## config.mk

```make
export PLATFORM = sky130hd
export DESIGN_NAME = jcl_loader
export DESIGN_NICKNAME = d
export VERILOG_FILES = /design/src/rtl/jcl_pkg.sv /design/src/rtl/jcl_loader.sv
export SDC_FILE = /design/constraint.sdc
export NUM_CORES = 1
export LEC_CHECK = 0
export BUFFER_PORTS_ARGS = -buffer_cell sky130_fd_sc_hd__buf_4
export CORE_ASPECT_RATIO = 1.1
export CORE_MARGIN = 5
export CORE_UTILIZATION = 40
export CTS_CLUSTER_DIAMETER = 30
export DETAILED_ROUTE_END_ITERATION = 10
export MAX_ROUTING_LAYER = met4
export PLACE_DENSITY_LB_ADDON = 0.15
export SETUP_SLACK_MARGIN = 0.5
export SYNTH_ARGS = -nofsm -noshare
export SYNTH_HDL_FRONTEND = slang
export SYNTH_SLANG_ARGS = --single-unit
```

## constraint.sdc

```tcl
create_clock -name mclk -period 3.1 [get_ports mclk]
set_input_delay 0.775 -clock mclk [delete_from_list [all_inputs] [get_ports mclk]]
set_output_delay 0.775 -clock mclk [all_outputs]
set_load 0.03 [all_outputs]
```

## src/rtl/jcl_pkg.sv

```systemverilog
package jcl_pkg;

    // =========================================================
    // Register map (byte addresses)
    localparam logic [11:0] JCL_CTRL_ADDR   = 12'h000;
    localparam logic [11:0] JCL_STAT_ADDR   = 12'h004;
    localparam logic [11:0] JCL_IRQ_ADDR    = 12'h008;
    localparam logic [11:0] JCL_MASK_ADDR   = 12'h00c;
    localparam logic [11:0] JCL_WORDS_ADDR  = 12'h010;

    // =========================================================
    // Instruction codes, 4-bit instruction register
    localparam int          JCL_IR_W        = 4;
    localparam logic [3:0]  JCL_IR_BYPASS   = 4'hf;
    localparam logic [3:0]  JCL_IR_CONFIG   = 4'h2;
    localparam logic [3:0]  JCL_IR_STARTUP  = 4'h3;
    localparam logic [3:0]  JCL_IR_EXTEST   = 4'h0;
    localparam logic [3:0]  JCL_IR_SAMPLE   = 4'h5;
    localparam logic [1:0]  JCL_IR_CAPTURE  = 2'h1;

    // =========================================================
    // Field positions
    localparam int JCL_CTRL_ERR_BIT   = 0;
    localparam int JCL_CTRL_CHAIN_BIT = 1;
    localparam int JCL_IRQ_DONE_BIT   = 0;
    localparam int JCL_IRQ_ERR_BIT    = 1;
    localparam int JCL_IRQ_TEST_BIT   = 2;
    localparam int JCL_IRQ_W          = 3;

    // =========================================================
    // Configuration frame words at reset; load completes after the WORDS register count
    localparam logic [15:0] JCL_WORDS_RST = 16'h0004;
    localparam int          JCL_WORD_W    = 32;
    localparam logic [4:0]  JCL_BIT_LAST  = 5'h1f;

    typedef enum logic [3:0] {
        JCL_TLR, JCL_RTI, JCL_SEL_DR, JCL_CAP_DR, JCL_SH_DR, JCL_EX1_DR,
        JCL_PA_DR, JCL_EX2_DR, JCL_UPD_DR, JCL_SEL_IR, JCL_CAP_IR,
        JCL_SH_IR, JCL_EX1_IR, JCL_PA_IR, JCL_EX2_IR, JCL_UPD_IR
    } jcl_tap_e;

    typedef struct packed {
        logic tck;
        logic tms;
        logic tdi;
        logic trst_n;
    } jcl_jtag_s;

    typedef struct packed {
        logic err_low_o;
        logic err_low_oe;
        logic done_o;
        logic done_oe;
    } jcl_pins_s;

endpackage

```

## src/rtl/jcl_loader.sv

```systemverilog
`timescale 1ns/1ns
module jcl_loader
    import jcl_pkg::*;
(
    input  wire logic        mclk,
    input  wire logic        rst_n,
    input  wire jcl_jtag_s   jtag,
    output logic             tdo_o,
    output logic             tdo_oe,
    input  wire logic        chain_enable_in_low,
    input  wire logic        reconfig_req_n,
    input  wire logic        chip_reset_n,
    input  wire logic        chip_oe,
    input  wire logic        other_load_busy,
    output logic             chain_enable_out_low,
    output jcl_pins_s        pins,
    output logic             load_complete_flag,
    input  wire logic        psel,
    input  wire logic        penable,
    input  wire logic        pwrite,
    input  wire logic [11:0] paddr,
    input  wire logic [31:0] pwdata,
    output logic [31:0]      prdata,
    output logic             pready,
    output logic             pslverr,
    output logic             irq
);

    // =========================================================
    // Pin synchronisers; test clock is sampled like data
    // Level pins idle as chain enabled, no abort, no other load
    localparam logic [2:0] PIN_IDLE = 3'h2;
    logic [3:0] s1_q, s2_q;
    logic [2:0] p1_q, p2_q;
    logic       tck_d1_q;
    always_ff @(posedge mclk or negedge rst_n)
        if (!rst_n)
        begin
            s1_q     <= 4'h0;
            s2_q     <= 4'h0;
            p1_q     <= PIN_IDLE;
            p2_q     <= PIN_IDLE;
            tck_d1_q <= 1'b0;
        end
        else
        begin
            s1_q     <= jtag;
            s2_q     <= s1_q;
            p1_q     <= {chain_enable_in_low, reconfig_req_n,
                         other_load_busy};
            p2_q     <= p1_q;
            tck_d1_q <= s2_q[3];
        end

    wire tck_s  = s2_q[3];
    wire tms_s  = s2_q[2];
    wire tdi_s  = s2_q[1];
    wire trst_s = s2_q[0];
    wire chain_s = p2_q[2];
    wire rcfg_s  = p2_q[1];
    wire obusy_s = p2_q[0];
    wire rise   = tck_s & ~tck_d1_q;
    wire fall   = ~tck_s & tck_d1_q;
    // Chip reset and output enable deliberately unused here
    wire unused = chip_reset_n ^ chip_oe;

    // =========================================================
    // TAP controller
    jcl_tap_e st_q, st_d;
    always_comb
    begin
        st_d = st_q;
        unique case (st_q)
            JCL_TLR:    st_d = tms_s ? JCL_TLR    : JCL_RTI;
            JCL_RTI:    st_d = tms_s ? JCL_SEL_DR : JCL_RTI;
            JCL_SEL_DR: st_d = tms_s ? JCL_SEL_IR : JCL_CAP_DR;
            JCL_CAP_DR: st_d = tms_s ? JCL_EX1_DR : JCL_SH_DR;
            JCL_SH_DR:  st_d = tms_s ? JCL_EX1_DR : JCL_SH_DR;
            JCL_EX1_DR: st_d = tms_s ? JCL_UPD_DR : JCL_PA_DR;
            JCL_PA_DR:  st_d = tms_s ? JCL_EX2_DR : JCL_PA_DR;
            JCL_EX2_DR: st_d = tms_s ? JCL_UPD_DR : JCL_SH_DR;
            JCL_UPD_DR: st_d = tms_s ? JCL_SEL_DR : JCL_RTI;
            JCL_SEL_IR: st_d = tms_s ? JCL_TLR    : JCL_CAP_IR;
            JCL_CAP_IR: st_d = tms_s ? JCL_EX1_IR : JCL_SH_IR;
            JCL_SH_IR:  st_d = tms_s ? JCL_EX1_IR : JCL_SH_IR;
            JCL_EX1_IR: st_d = tms_s ? JCL_UPD_IR : JCL_PA_IR;
            JCL_PA_IR:  st_d = tms_s ? JCL_EX2_IR : JCL_PA_IR;
            JCL_EX2_IR: st_d = tms_s ? JCL_UPD_IR : JCL_SH_IR;
            JCL_UPD_IR: st_d = tms_s ? JCL_SEL_DR : JCL_RTI;
        endcase
    end

    wire tap_rst  = ~trst_s;
    wire sh_dr    = (st_q == JCL_SH_DR);
    wire sh_ir    = (st_q == JCL_SH_IR);
    wire cap_dr   = (st_q == JCL_CAP_DR);

    // =========================================================
    // Instruction, bypass and configuration shift paths
    logic [3:0]  ir_sh_q, ir_q;
    logic        byp_q, tdo_q, oe_q;
    logic [31:0] cfg_sh_q;
    logic [4:0]  bit_q;
    logic [15:0] word_q, words_q;
    logic        busy_q, done_q, err_q, test_q, test_hit;

    wire is_byp  = (ir_q == JCL_IR_BYPASS);
    wire is_cfg  = (ir_q == JCL_IR_CONFIG);
    wire is_test = (ir_q == JCL_IR_EXTEST) | (ir_q == JCL_IR_SAMPLE);
    // Configuring needs chain enable low, no reconfigure request and no other load busy
    wire can_cfg = ~chain_s & rcfg_s
                   & ~obusy_s;
    wire cfg_bit = rise & sh_dr & is_cfg & can_cfg & ~done_q;
    wire word_end = cfg_bit & (bit_q == JCL_BIT_LAST);
    wire last_wd = word_end & (word_q == words_q - 16'h0001);
    // Error: reconfigure pulled, chain lost or other load busy mid-load
    wire bad_now = busy_q & ~can_cfg;
    assign test_hit = rise & (st_q == JCL_UPD_IR) & busy_q
                      & ((ir_sh_q == JCL_IR_EXTEST)
                      | (ir_sh_q == JCL_IR_SAMPLE));
    wire ser_out = sh_ir ? ir_sh_q[0] : is_byp ? byp_q
                 : is_cfg ? done_q : 1'b0;

    always_ff @(posedge mclk or negedge rst_n)
        if (!rst_n)
        begin
            st_q <= JCL_TLR;
            ir_sh_q <= 4'h0;
            ir_q <= JCL_IR_BYPASS;
            byp_q <= 1'b0;
        end
        else if (tap_rst)
        begin
            st_q <= JCL_TLR;
            ir_q <= JCL_IR_BYPASS;
        end
        else if (rise)
        begin
            st_q <= st_d;
            if (st_q == JCL_CAP_IR)
                ir_sh_q <= {2'h0, JCL_IR_CAPTURE};
            if (sh_ir)
                ir_sh_q <= {tdi_s, ir_sh_q[3:1]};
            // Test instruction refused during a load; bypass loaded instead
            if (st_q == JCL_UPD_IR)
                ir_q <= test_hit ? JCL_IR_BYPASS : ir_sh_q;
            if (st_q == JCL_TLR)
                ir_q <= JCL_IR_BYPASS;
            if (cap_dr && is_byp)
                byp_q <= 1'b0;
            if (sh_dr && is_byp)
                byp_q <= tdi_s;
        end

    // Output stage updates on falling test clock only
    always_ff @(posedge mclk or negedge rst_n)
        if (!rst_n)
        begin
            tdo_q <= 1'b0;
            oe_q <= 1'b0;
        end
        else if (fall)
        begin
            tdo_q <= ser_out;
            oe_q <= sh_dr | sh_ir;
        end

    assign tdo_o  = tdo_q;
    assign tdo_oe = oe_q;

    // =========================================================
    // Load progress
    logic err_ctl_q, chain_en_q;
    always_ff @(posedge mclk or negedge rst_n)
        if (!rst_n)
        begin
            cfg_sh_q <= 32'h0;
            bit_q <= 5'h0;
            word_q <= 16'h0;
            busy_q <= 1'b0;
            done_q <= 1'b0;
            err_q <= 1'b0;
        end
        else if (!rcfg_s)
        begin
            bit_q <= 5'h0;
            word_q <= 16'h0;
            busy_q <= 1'b0;
            done_q <= 1'b0;
            err_q <= busy_q | err_q;
        end
        else
        begin
            if (cfg_bit)
            begin
                cfg_sh_q <= {tdi_s, cfg_sh_q[31:1]};
                bit_q <= bit_q + 5'h1;
                busy_q <= ~last_wd;
            end
            if (word_end)
                word_q <= word_q + 16'h0001;
            if (last_wd)
                done_q <= 1'b1;
            if (bad_now)
            begin
                err_q <= 1'b1;
                busy_q <= 1'b0;
            end
        end

    assign load_complete_flag = done_q;
    // Chain enable out active when loaded, if chaining allowed
    assign chain_enable_out_low = ~(done_q & chain_en_q);
    // Open drain: drive low on error; done released when loaded
    assign pins.err_low_o  = 1'b0;
    assign pins.err_low_oe = err_q | err_ctl_q;
    assign pins.done_o     = 1'b0;
    assign pins.done_oe    = ~done_q;

    // =========================================================
    // APB slave, zero wait states
    logic [2:0] irq_q, mask_q;
    logic       done_d1_q, err_d1_q;
    wire acc  = psel & penable;
    wire wr   = acc & pwrite;
    wire w_ct = wr & (paddr == JCL_CTRL_ADDR);
    wire w_iq = wr & (paddr == JCL_IRQ_ADDR);
    wire w_mk = wr & (paddr == JCL_MASK_ADDR);
    wire w_wd = wr & (paddr == JCL_WORDS_ADDR);
    wire hit  = (paddr == JCL_CTRL_ADDR) | (paddr == JCL_STAT_ADDR)
              | (paddr == JCL_IRQ_ADDR) | (paddr == JCL_MASK_ADDR)
              | (paddr == JCL_WORDS_ADDR);
    wire [2:0] ev = {test_hit, err_q & ~err_d1_q, done_q & ~done_d1_q};

    always_ff @(posedge mclk or negedge rst_n)
        if (!rst_n)
        begin
            err_ctl_q <= 1'b0;
            chain_en_q <= 1'b1;
            mask_q <= 3'h0;
            irq_q <= 3'h0;
            words_q <= JCL_WORDS_RST;
            done_d1_q <= 1'b0;
            err_d1_q <= 1'b0;
        end
        else
        begin
            done_d1_q <= done_q;
            err_d1_q <= err_q;
            if (w_ct)
            begin
                err_ctl_q <= pwdata[JCL_CTRL_ERR_BIT];
                chain_en_q <= pwdata[JCL_CTRL_CHAIN_BIT];
            end
            if (w_mk)
                mask_q <= pwdata[JCL_IRQ_W-1:0];
            if (w_wd)
                words_q <= pwdata[15:0];
            // Set wins over a same-cycle clear
            irq_q <= (irq_q & ~(w_iq ? pwdata[JCL_IRQ_W-1:0] : 3'h0))
                   | ev;
        end

    wire [31:0] rd_mux =
        (paddr == JCL_CTRL_ADDR) ? {30'h0, chain_en_q, err_ctl_q} :
        (paddr == JCL_STAT_ADDR) ? {8'h0, word_q, ir_q,
                                    busy_q, err_q, done_q, test_q} :
        (paddr == JCL_IRQ_ADDR)  ? {29'h0, irq_q} :
        (paddr == JCL_MASK_ADDR) ? {29'h0, mask_q} :
        (paddr == JCL_WORDS_ADDR) ? {16'h0, words_q} : 32'h0;

    always_ff @(posedge mclk or negedge rst_n)
        if (!rst_n)
        begin
            prdata <= 32'h0;
            test_q <= 1'b0;
        end
        else
        begin
            test_q <= is_test;
            if (psel && !penable && !pwrite)
                prdata <= rd_mux;
        end

    assign pready  = 1'b1;
    assign pslverr = acc & ~hit;
    assign irq     = |(irq_q & mask_q);

endmodule

```

# [After elaboration in Yosys (flattened, before gate mapping)]
# Index checks and enable logic that the tools add are counted.
[totals] register_bits=113 inputBits=58 output_inout_bits=43 elab_cells=171
[op_classes] add_sub_neg=3 eq_ne=32 n_mux=44 bitwise=48 n_reduce_logical=19
[op_table] cell="two-way mux 16 bit" n=5
[op_table] cell="two-way mux 4 bit" n=13
[op_table] cell="two-way mux 24 bit" n=2
[op_table] cell="one-hot mux 4 bit (12 select lines)" n=1
[op_table] cell="== test 4 bit, second input constant" n=9
[op_table] cell="bitwise AND 1 bit" n=24
[op_table] cell="== test 12 x 4 -> 1 bit, second input constant" n=2
[op_table] cell="== test 4 x 3 -> 1 bit, second input constant" n=6
[op_table] cell="adder 16 x 1 -> 16 bit, second input constant" n=1
[op_table] cell="== test 16 bit" n=1
[op_table] cell="subtractor 16 x 1 -> 16 bit, second input constant" n=1
[op_table] cell="two-way mux 1 bit" n=15
[op_table] cell="== test 12 x 3 -> 1 bit, second input constant" n=1
[op_table] cell="== test 12 x 5 -> 1 bit, second input constant" n=1
[op_table] cell="== test 4 x 2 -> 1 bit, second input constant" n=3
[op_table] cell="zero test 12 bit" n=1
[op_table] cell="zero test 4 bit" n=3
[op_table] cell="inverter 1 bit" n=11
[op_table] cell="two-way mux 5 bit" n=2
[op_table] cell="!= test 2 x 1 -> 1 bit, second input constant" n=5
[op_table] cell="two-way mux 3 bit" n=3
[op_table] cell="bitwise OR 1 bit" n=9
[op_table] cell="bitwise AND 3 bit" n=2
[op_table] cell="two-way mux 2 bit" n=3
[op_table] cell="other kinds (13)" n=22

# [Longest topological paths before layout]
[logic_depth] ltp_word=12 depth_mapped=9 mapped_depth_nobuf=9

# [Least setup slack after synthesis]
# OpenSTA, ideal clock, no wires.
[synth_path] kind="input to register" start="input port paddr[7]" end="register words_q[11]" setup_ps=125 t_arrival_ps=2552 setup_slack_ps=423 path_stages=6 path_cell_list="or4_1 nor3_1 and3_1 and4_1 buf_2 mux2_2"
[synth_via] elab_chain_cells=2
[synth_lines] element="start, declared" line_no="jcl_loader.sv:21" source="input wire logic [11:0] paddr,"
[synth_lines] element="== test 12 x 5 -> 1 bit" line_no="jcl_loader.sv:229" source="wire w_wd = wr & (paddr == JCL_WORDS_ADDR);"
[synth_lines] element="bitwise AND 1 bit" line_no="jcl_loader.sv:229"
[synth_lines] element="end signal, assigned" line_no="jcl_loader.sv:258" source="words_q <= pwdata[15:0];"
[synth_lines] element="end, declared" line_no="jcl_loader.sv:104" source="logic [15:0] word_q, words_q;"
# No other way between the ends.
# A chain may end at the register's enable or synchronous reset.

# [Final worst setup path]
[layout_path] start="input port paddr[7]" end="output port pslverr"
[layout_via] elab_chain_cells=7
[layout_lines] element="== test 12 x 3 -> 1 bit or zero test 12 bit (tied branches)" line_no="jcl_loader.sv:230" source="wire hit = (paddr == JCL_CTRL_ADDR) | (paddr == JCL_STAT_ADDR)"
[layout_lines] element="bitwise OR 1 bit" line_no="jcl_loader.sv:230"
[layout_lines] element="bitwise OR 1 bit (2 in series)" line_no="jcl_loader.sv:231" source="| (paddr == JCL_IRQ_ADDR) | (paddr == JCL_MASK_ADDR)"
[layout_lines] element="bitwise OR 1 bit (*)" line_no="jcl_loader.sv:232" source="| (paddr == JCL_WORDS_ADDR);"
[layout_lines] element="inverter 1 bit (*)" line_no="jcl_loader.sv:286" source="assign pslverr = acc & ~hit;"
[layout_lines] element="bitwise AND 1 bit (*)" line_no="jcl_loader.sv:286"
[layout_lines] element="end, declared" line_no="jcl_loader.sv:25" source="output logic pslverr,"
# Mark *: on every way between the ends. The rest lies on a longest branch, timed or not.

==> flow_metrics.tcl <==
set metrics [dict create \
    setup_slack_ns 0.488 \
    timing.fmax_ghz 0.383 \
    post_dp_cell_area_um2 6060 \
    dp_hpwl_um 9070 \
    drv_slew 0 \
    antennaDiodeCount 0 \
    dr.pass1.iters 7 \
    synthArstFlopShare 1.00 \
    combPwrFrac 0.058 \
    start_util 0.407 \
    yosys.cell_types.count 65 \
    switching_share 0.240 \
    yosys.area.top_type "dfrtp_1" \
    track_usage 0.170 \
    finalCritPeriodShare 0.843 \
    htree_levels 3 \
    skew_ns 0.0121 \
    power_density_nw_per_um2 429 \
    cts_tree "yes" \
    die_h_um 131 \
    grt_pass1_vias 4120 \
    synth_top_area_share 0.453 \
    fin_crit_ns 2.61 \
    cts-root-buf "clkbuf_16" \
    layout-drive-gt1-share 0.253 \
    synthFlopType "dfrtp_1" \
    synth_edf_count 0 \
    syn_to_final_growth_pct 19.5 \
    maxCapViolCount 0 \
    slew_headroom 0.540 \
    nets 650 \
    worstPathArrival_ns 1.84 \
    finalHoldViolCount 0 \
    stdcell_count 754 \
    drt-total-wl_um 12700 \
    switchingPower_uw 658 \
    critPathKind "in2out" \
    avgSynthCellArea_um2 10.3 \
    die_w_um 120 \
    port_buffers 71 \
    drt_iter0_markers 272 \
    antenna_found_initial 0 \
    worst_setup_path_start_kind "input port" \
    finalSetupTns_ns 0 \
    post_cts_buffers 0 \
    cts_buffer_depth 2 \
    place_ws_ns 0.218 \
    cts_buffers 9 \
    layout_commonest_cell "dfrtp_1" \
    gp_congestion 0.860 \
    numPlacedInstances 738 \
    num_rows 44 \
    die-area_um2 15800 \
    ys_seq_area_frac 0.493 \
    grt_max_degree 106 \
    via_per_inst 5.51 \
    cp-end-kind "output pin" \
    hold_path_class "reg2reg" \
    final_area_um2 6400 \
    seq_power_share 0.513 \
    grt_remaining_overflow 0 \
    outcome "completed" \
    coreArea_um2 13200 \
    wire_per_inst_um 16.9 \
    synthCells 519 \
    final_cell_mix "dfrtp_1, buf_4, nand2_1, inv_1, o21ai_0" \
    cts.sinks 105 \
    cellLeakagePower_nw 3.00 \
    cp_max_fo 2 \
    required_ns 2.32 \
    vias 4158 \
    rsz0062_at_grt "true" \
    p_int_mw 2.09 \
    ioPinCount 101 \
    ant_nets 0 \
    worstSkewPairLatency_ns 0.36 \
    drc 0 \
    synth_area_um2 5350 \
    clk_pin_slew_worst_paths_ns 0.07 \
    clkPwrFrac 0.429 \
    synth-seq-cells 105 \
    ys_warn_count 0 \
    ir_drop_mv 0.355 \
    grt_pass1_wl_um 21100 \
    synth_area_leaders "dfrtp_1, mux2_2, dfstp_2" \
    setup_viol 0 \
    worst_pin_slew_ns 0.684 \
]
[flip-flops by register name, indices dropped and copies added (netlist names), 3 cells and up]
| name | cells |
|---|---|
| mask_q | 3 |
| p1_q | 3 |
| s2_q | 4 |
| ir_sh_q | 4 |
| st_q | 4 |
| prdata | 24 |
| p2_q | 3 |
| bit_q | 5 |
| s1_q | 4 |
| words_q | 16 |
| ir_q | 4 |
| word_q | 16 |
| irq_q | 3 |
[Yosys cell counts (2+ instances only)]
master	count
a222oi_1	14
nand4b_1	2
conb_1	2
mux2_2	19
nor4_1	3
xnor2_1	21
nand3_1	14
buf_4	11
inv_1	28
nand4_1	8
a311oi_1	2
ha_1	4
and3_1	8
buf_2	8
xor2_1	14
or3_1	2
clkbuf_1	20
nor2b_1	12
nand2b_1	4
o2bb2ai_1	2
o21a_1	3
nor2_1	24
nor4_4	2
and4_1	7
a22oi_1	2
o22a_1	4
or2_2	3
a31oi_1	4
o21ai_0	28
o21bai_1	2
dfrtp_1	97
dfstp_2	8
o31ai_1	2
and2_1	16
or4_1	2
nor3_1	15
a22o_1	13
nor3b_1	8
nand3b_1	2
a21oi_1	17
nand2_1	38
[final timing paths]
check	slack, ns	to	start	cells after the start
worst max-delay path	0.49	pslverr	paddr[7]	5
max in group asynchronous	2.19	tdo_o$_DFFE_PN0P_	rst_n	2
worst min register to register	0.35	s2_q[1]$_DFF_PN0_	s1_q[1]$_DFF_PN0_	0
min in group asynchronous	0.47	prdata[13]$_DFFE_PN0P_	rst_n	2
worst min-delay path	0.35	s2_q[1]$_DFF_PN0_	s1_q[1]$_DFF_PN0_	0
worst max register to register	0.57	load_complete_flag$_DFFE_PN0P_	words_q[0]$_DFFE_PN0P_	7
[cells by family (layout without fill, tap and decap cells)]
kind of cell / Yosys count / in the layout / synth area share
AND/OR/NAND/NOR: 176 / 176 / 0.188
AO/OA/AOI/OAI: 109 / 109 / 0.150
flip-flops: 105 / 105 / 0.493
buffers and inverters: 68 / 133 / 0.0594
XOR/XNOR: 35 / 35 / 0.0573
multiplexers: 20 / 20 / 0.0418
adder cells (fa/ha/maj): 4 / 4 / 0.00935
other: 2 / 11 / 0.00140
[power groups by stage]
| stage | clock, mW | sequential, mW | combinational [mW] |
|---|---|---|---|
| 3_3_place_gp | 0 | 1.44 | 0.158 |
| 2_1_floorplan | 0 | 1.43 | 0.0888 |
| 5_1_grt | 1.27 | 1.41 | 0.178 |
| 4_1_cts | 1.20 | 1.41 | 0.162 |
| 6_report | 1.18 | 1.41 | 0.159 |
| 3_5_place_dp | 0 | 1.44 | 0.161 |
[through the flow]
stage	hold slack, ns	power [mW]	utilization
6_report	0.350	2.75	0.486
5_1_grt	0.353	2.86	0.486
4_1_cts	0.352	2.78	0.485
3_5_place_dp	0.335	1.60	0.461
3_3_place_gp	0.331	1.59	0.461
2_1_floorplan	0.331	1.52	-
[per-layer routing]
metal / GRT usage / part of all wire / up-vias
li1: - / - / 1979
met1: 0.222 / 0.46 / 2070
met2: 0.262 / 0.48 / 91
met3: 0.0426 / 0.043 / 18
met5: - / 0 / -
met4: 0.0535 / 0.017 / 0
[worst max-delay path: stages]
cell,delay (ns)
buf_4,0.11
or4_4,0.56
nor3_4,0.14
a21oi_1,0.08
buf_4,0.17
[cell type report]
class                   instances  area (um2)
repair buffers                 89         681
well taps                     161         201
multi-input cells             355        2470
clock buffers                   9         225
inverters                      28         105
fillers                      1231        6760
flip-flops and latches        105        2640
clock inverters                 7        76.3
[repair_timing]
| action | in CTS | in global routing |
|---|---|---|
| setup endpoints to repair | 2 | 5 |
| pin swaps | 1 | 0 |
| resized for setup | 2 | 4 |
| hold buffers | 0 | 0 |
Power figures use the tool's default switching activity.
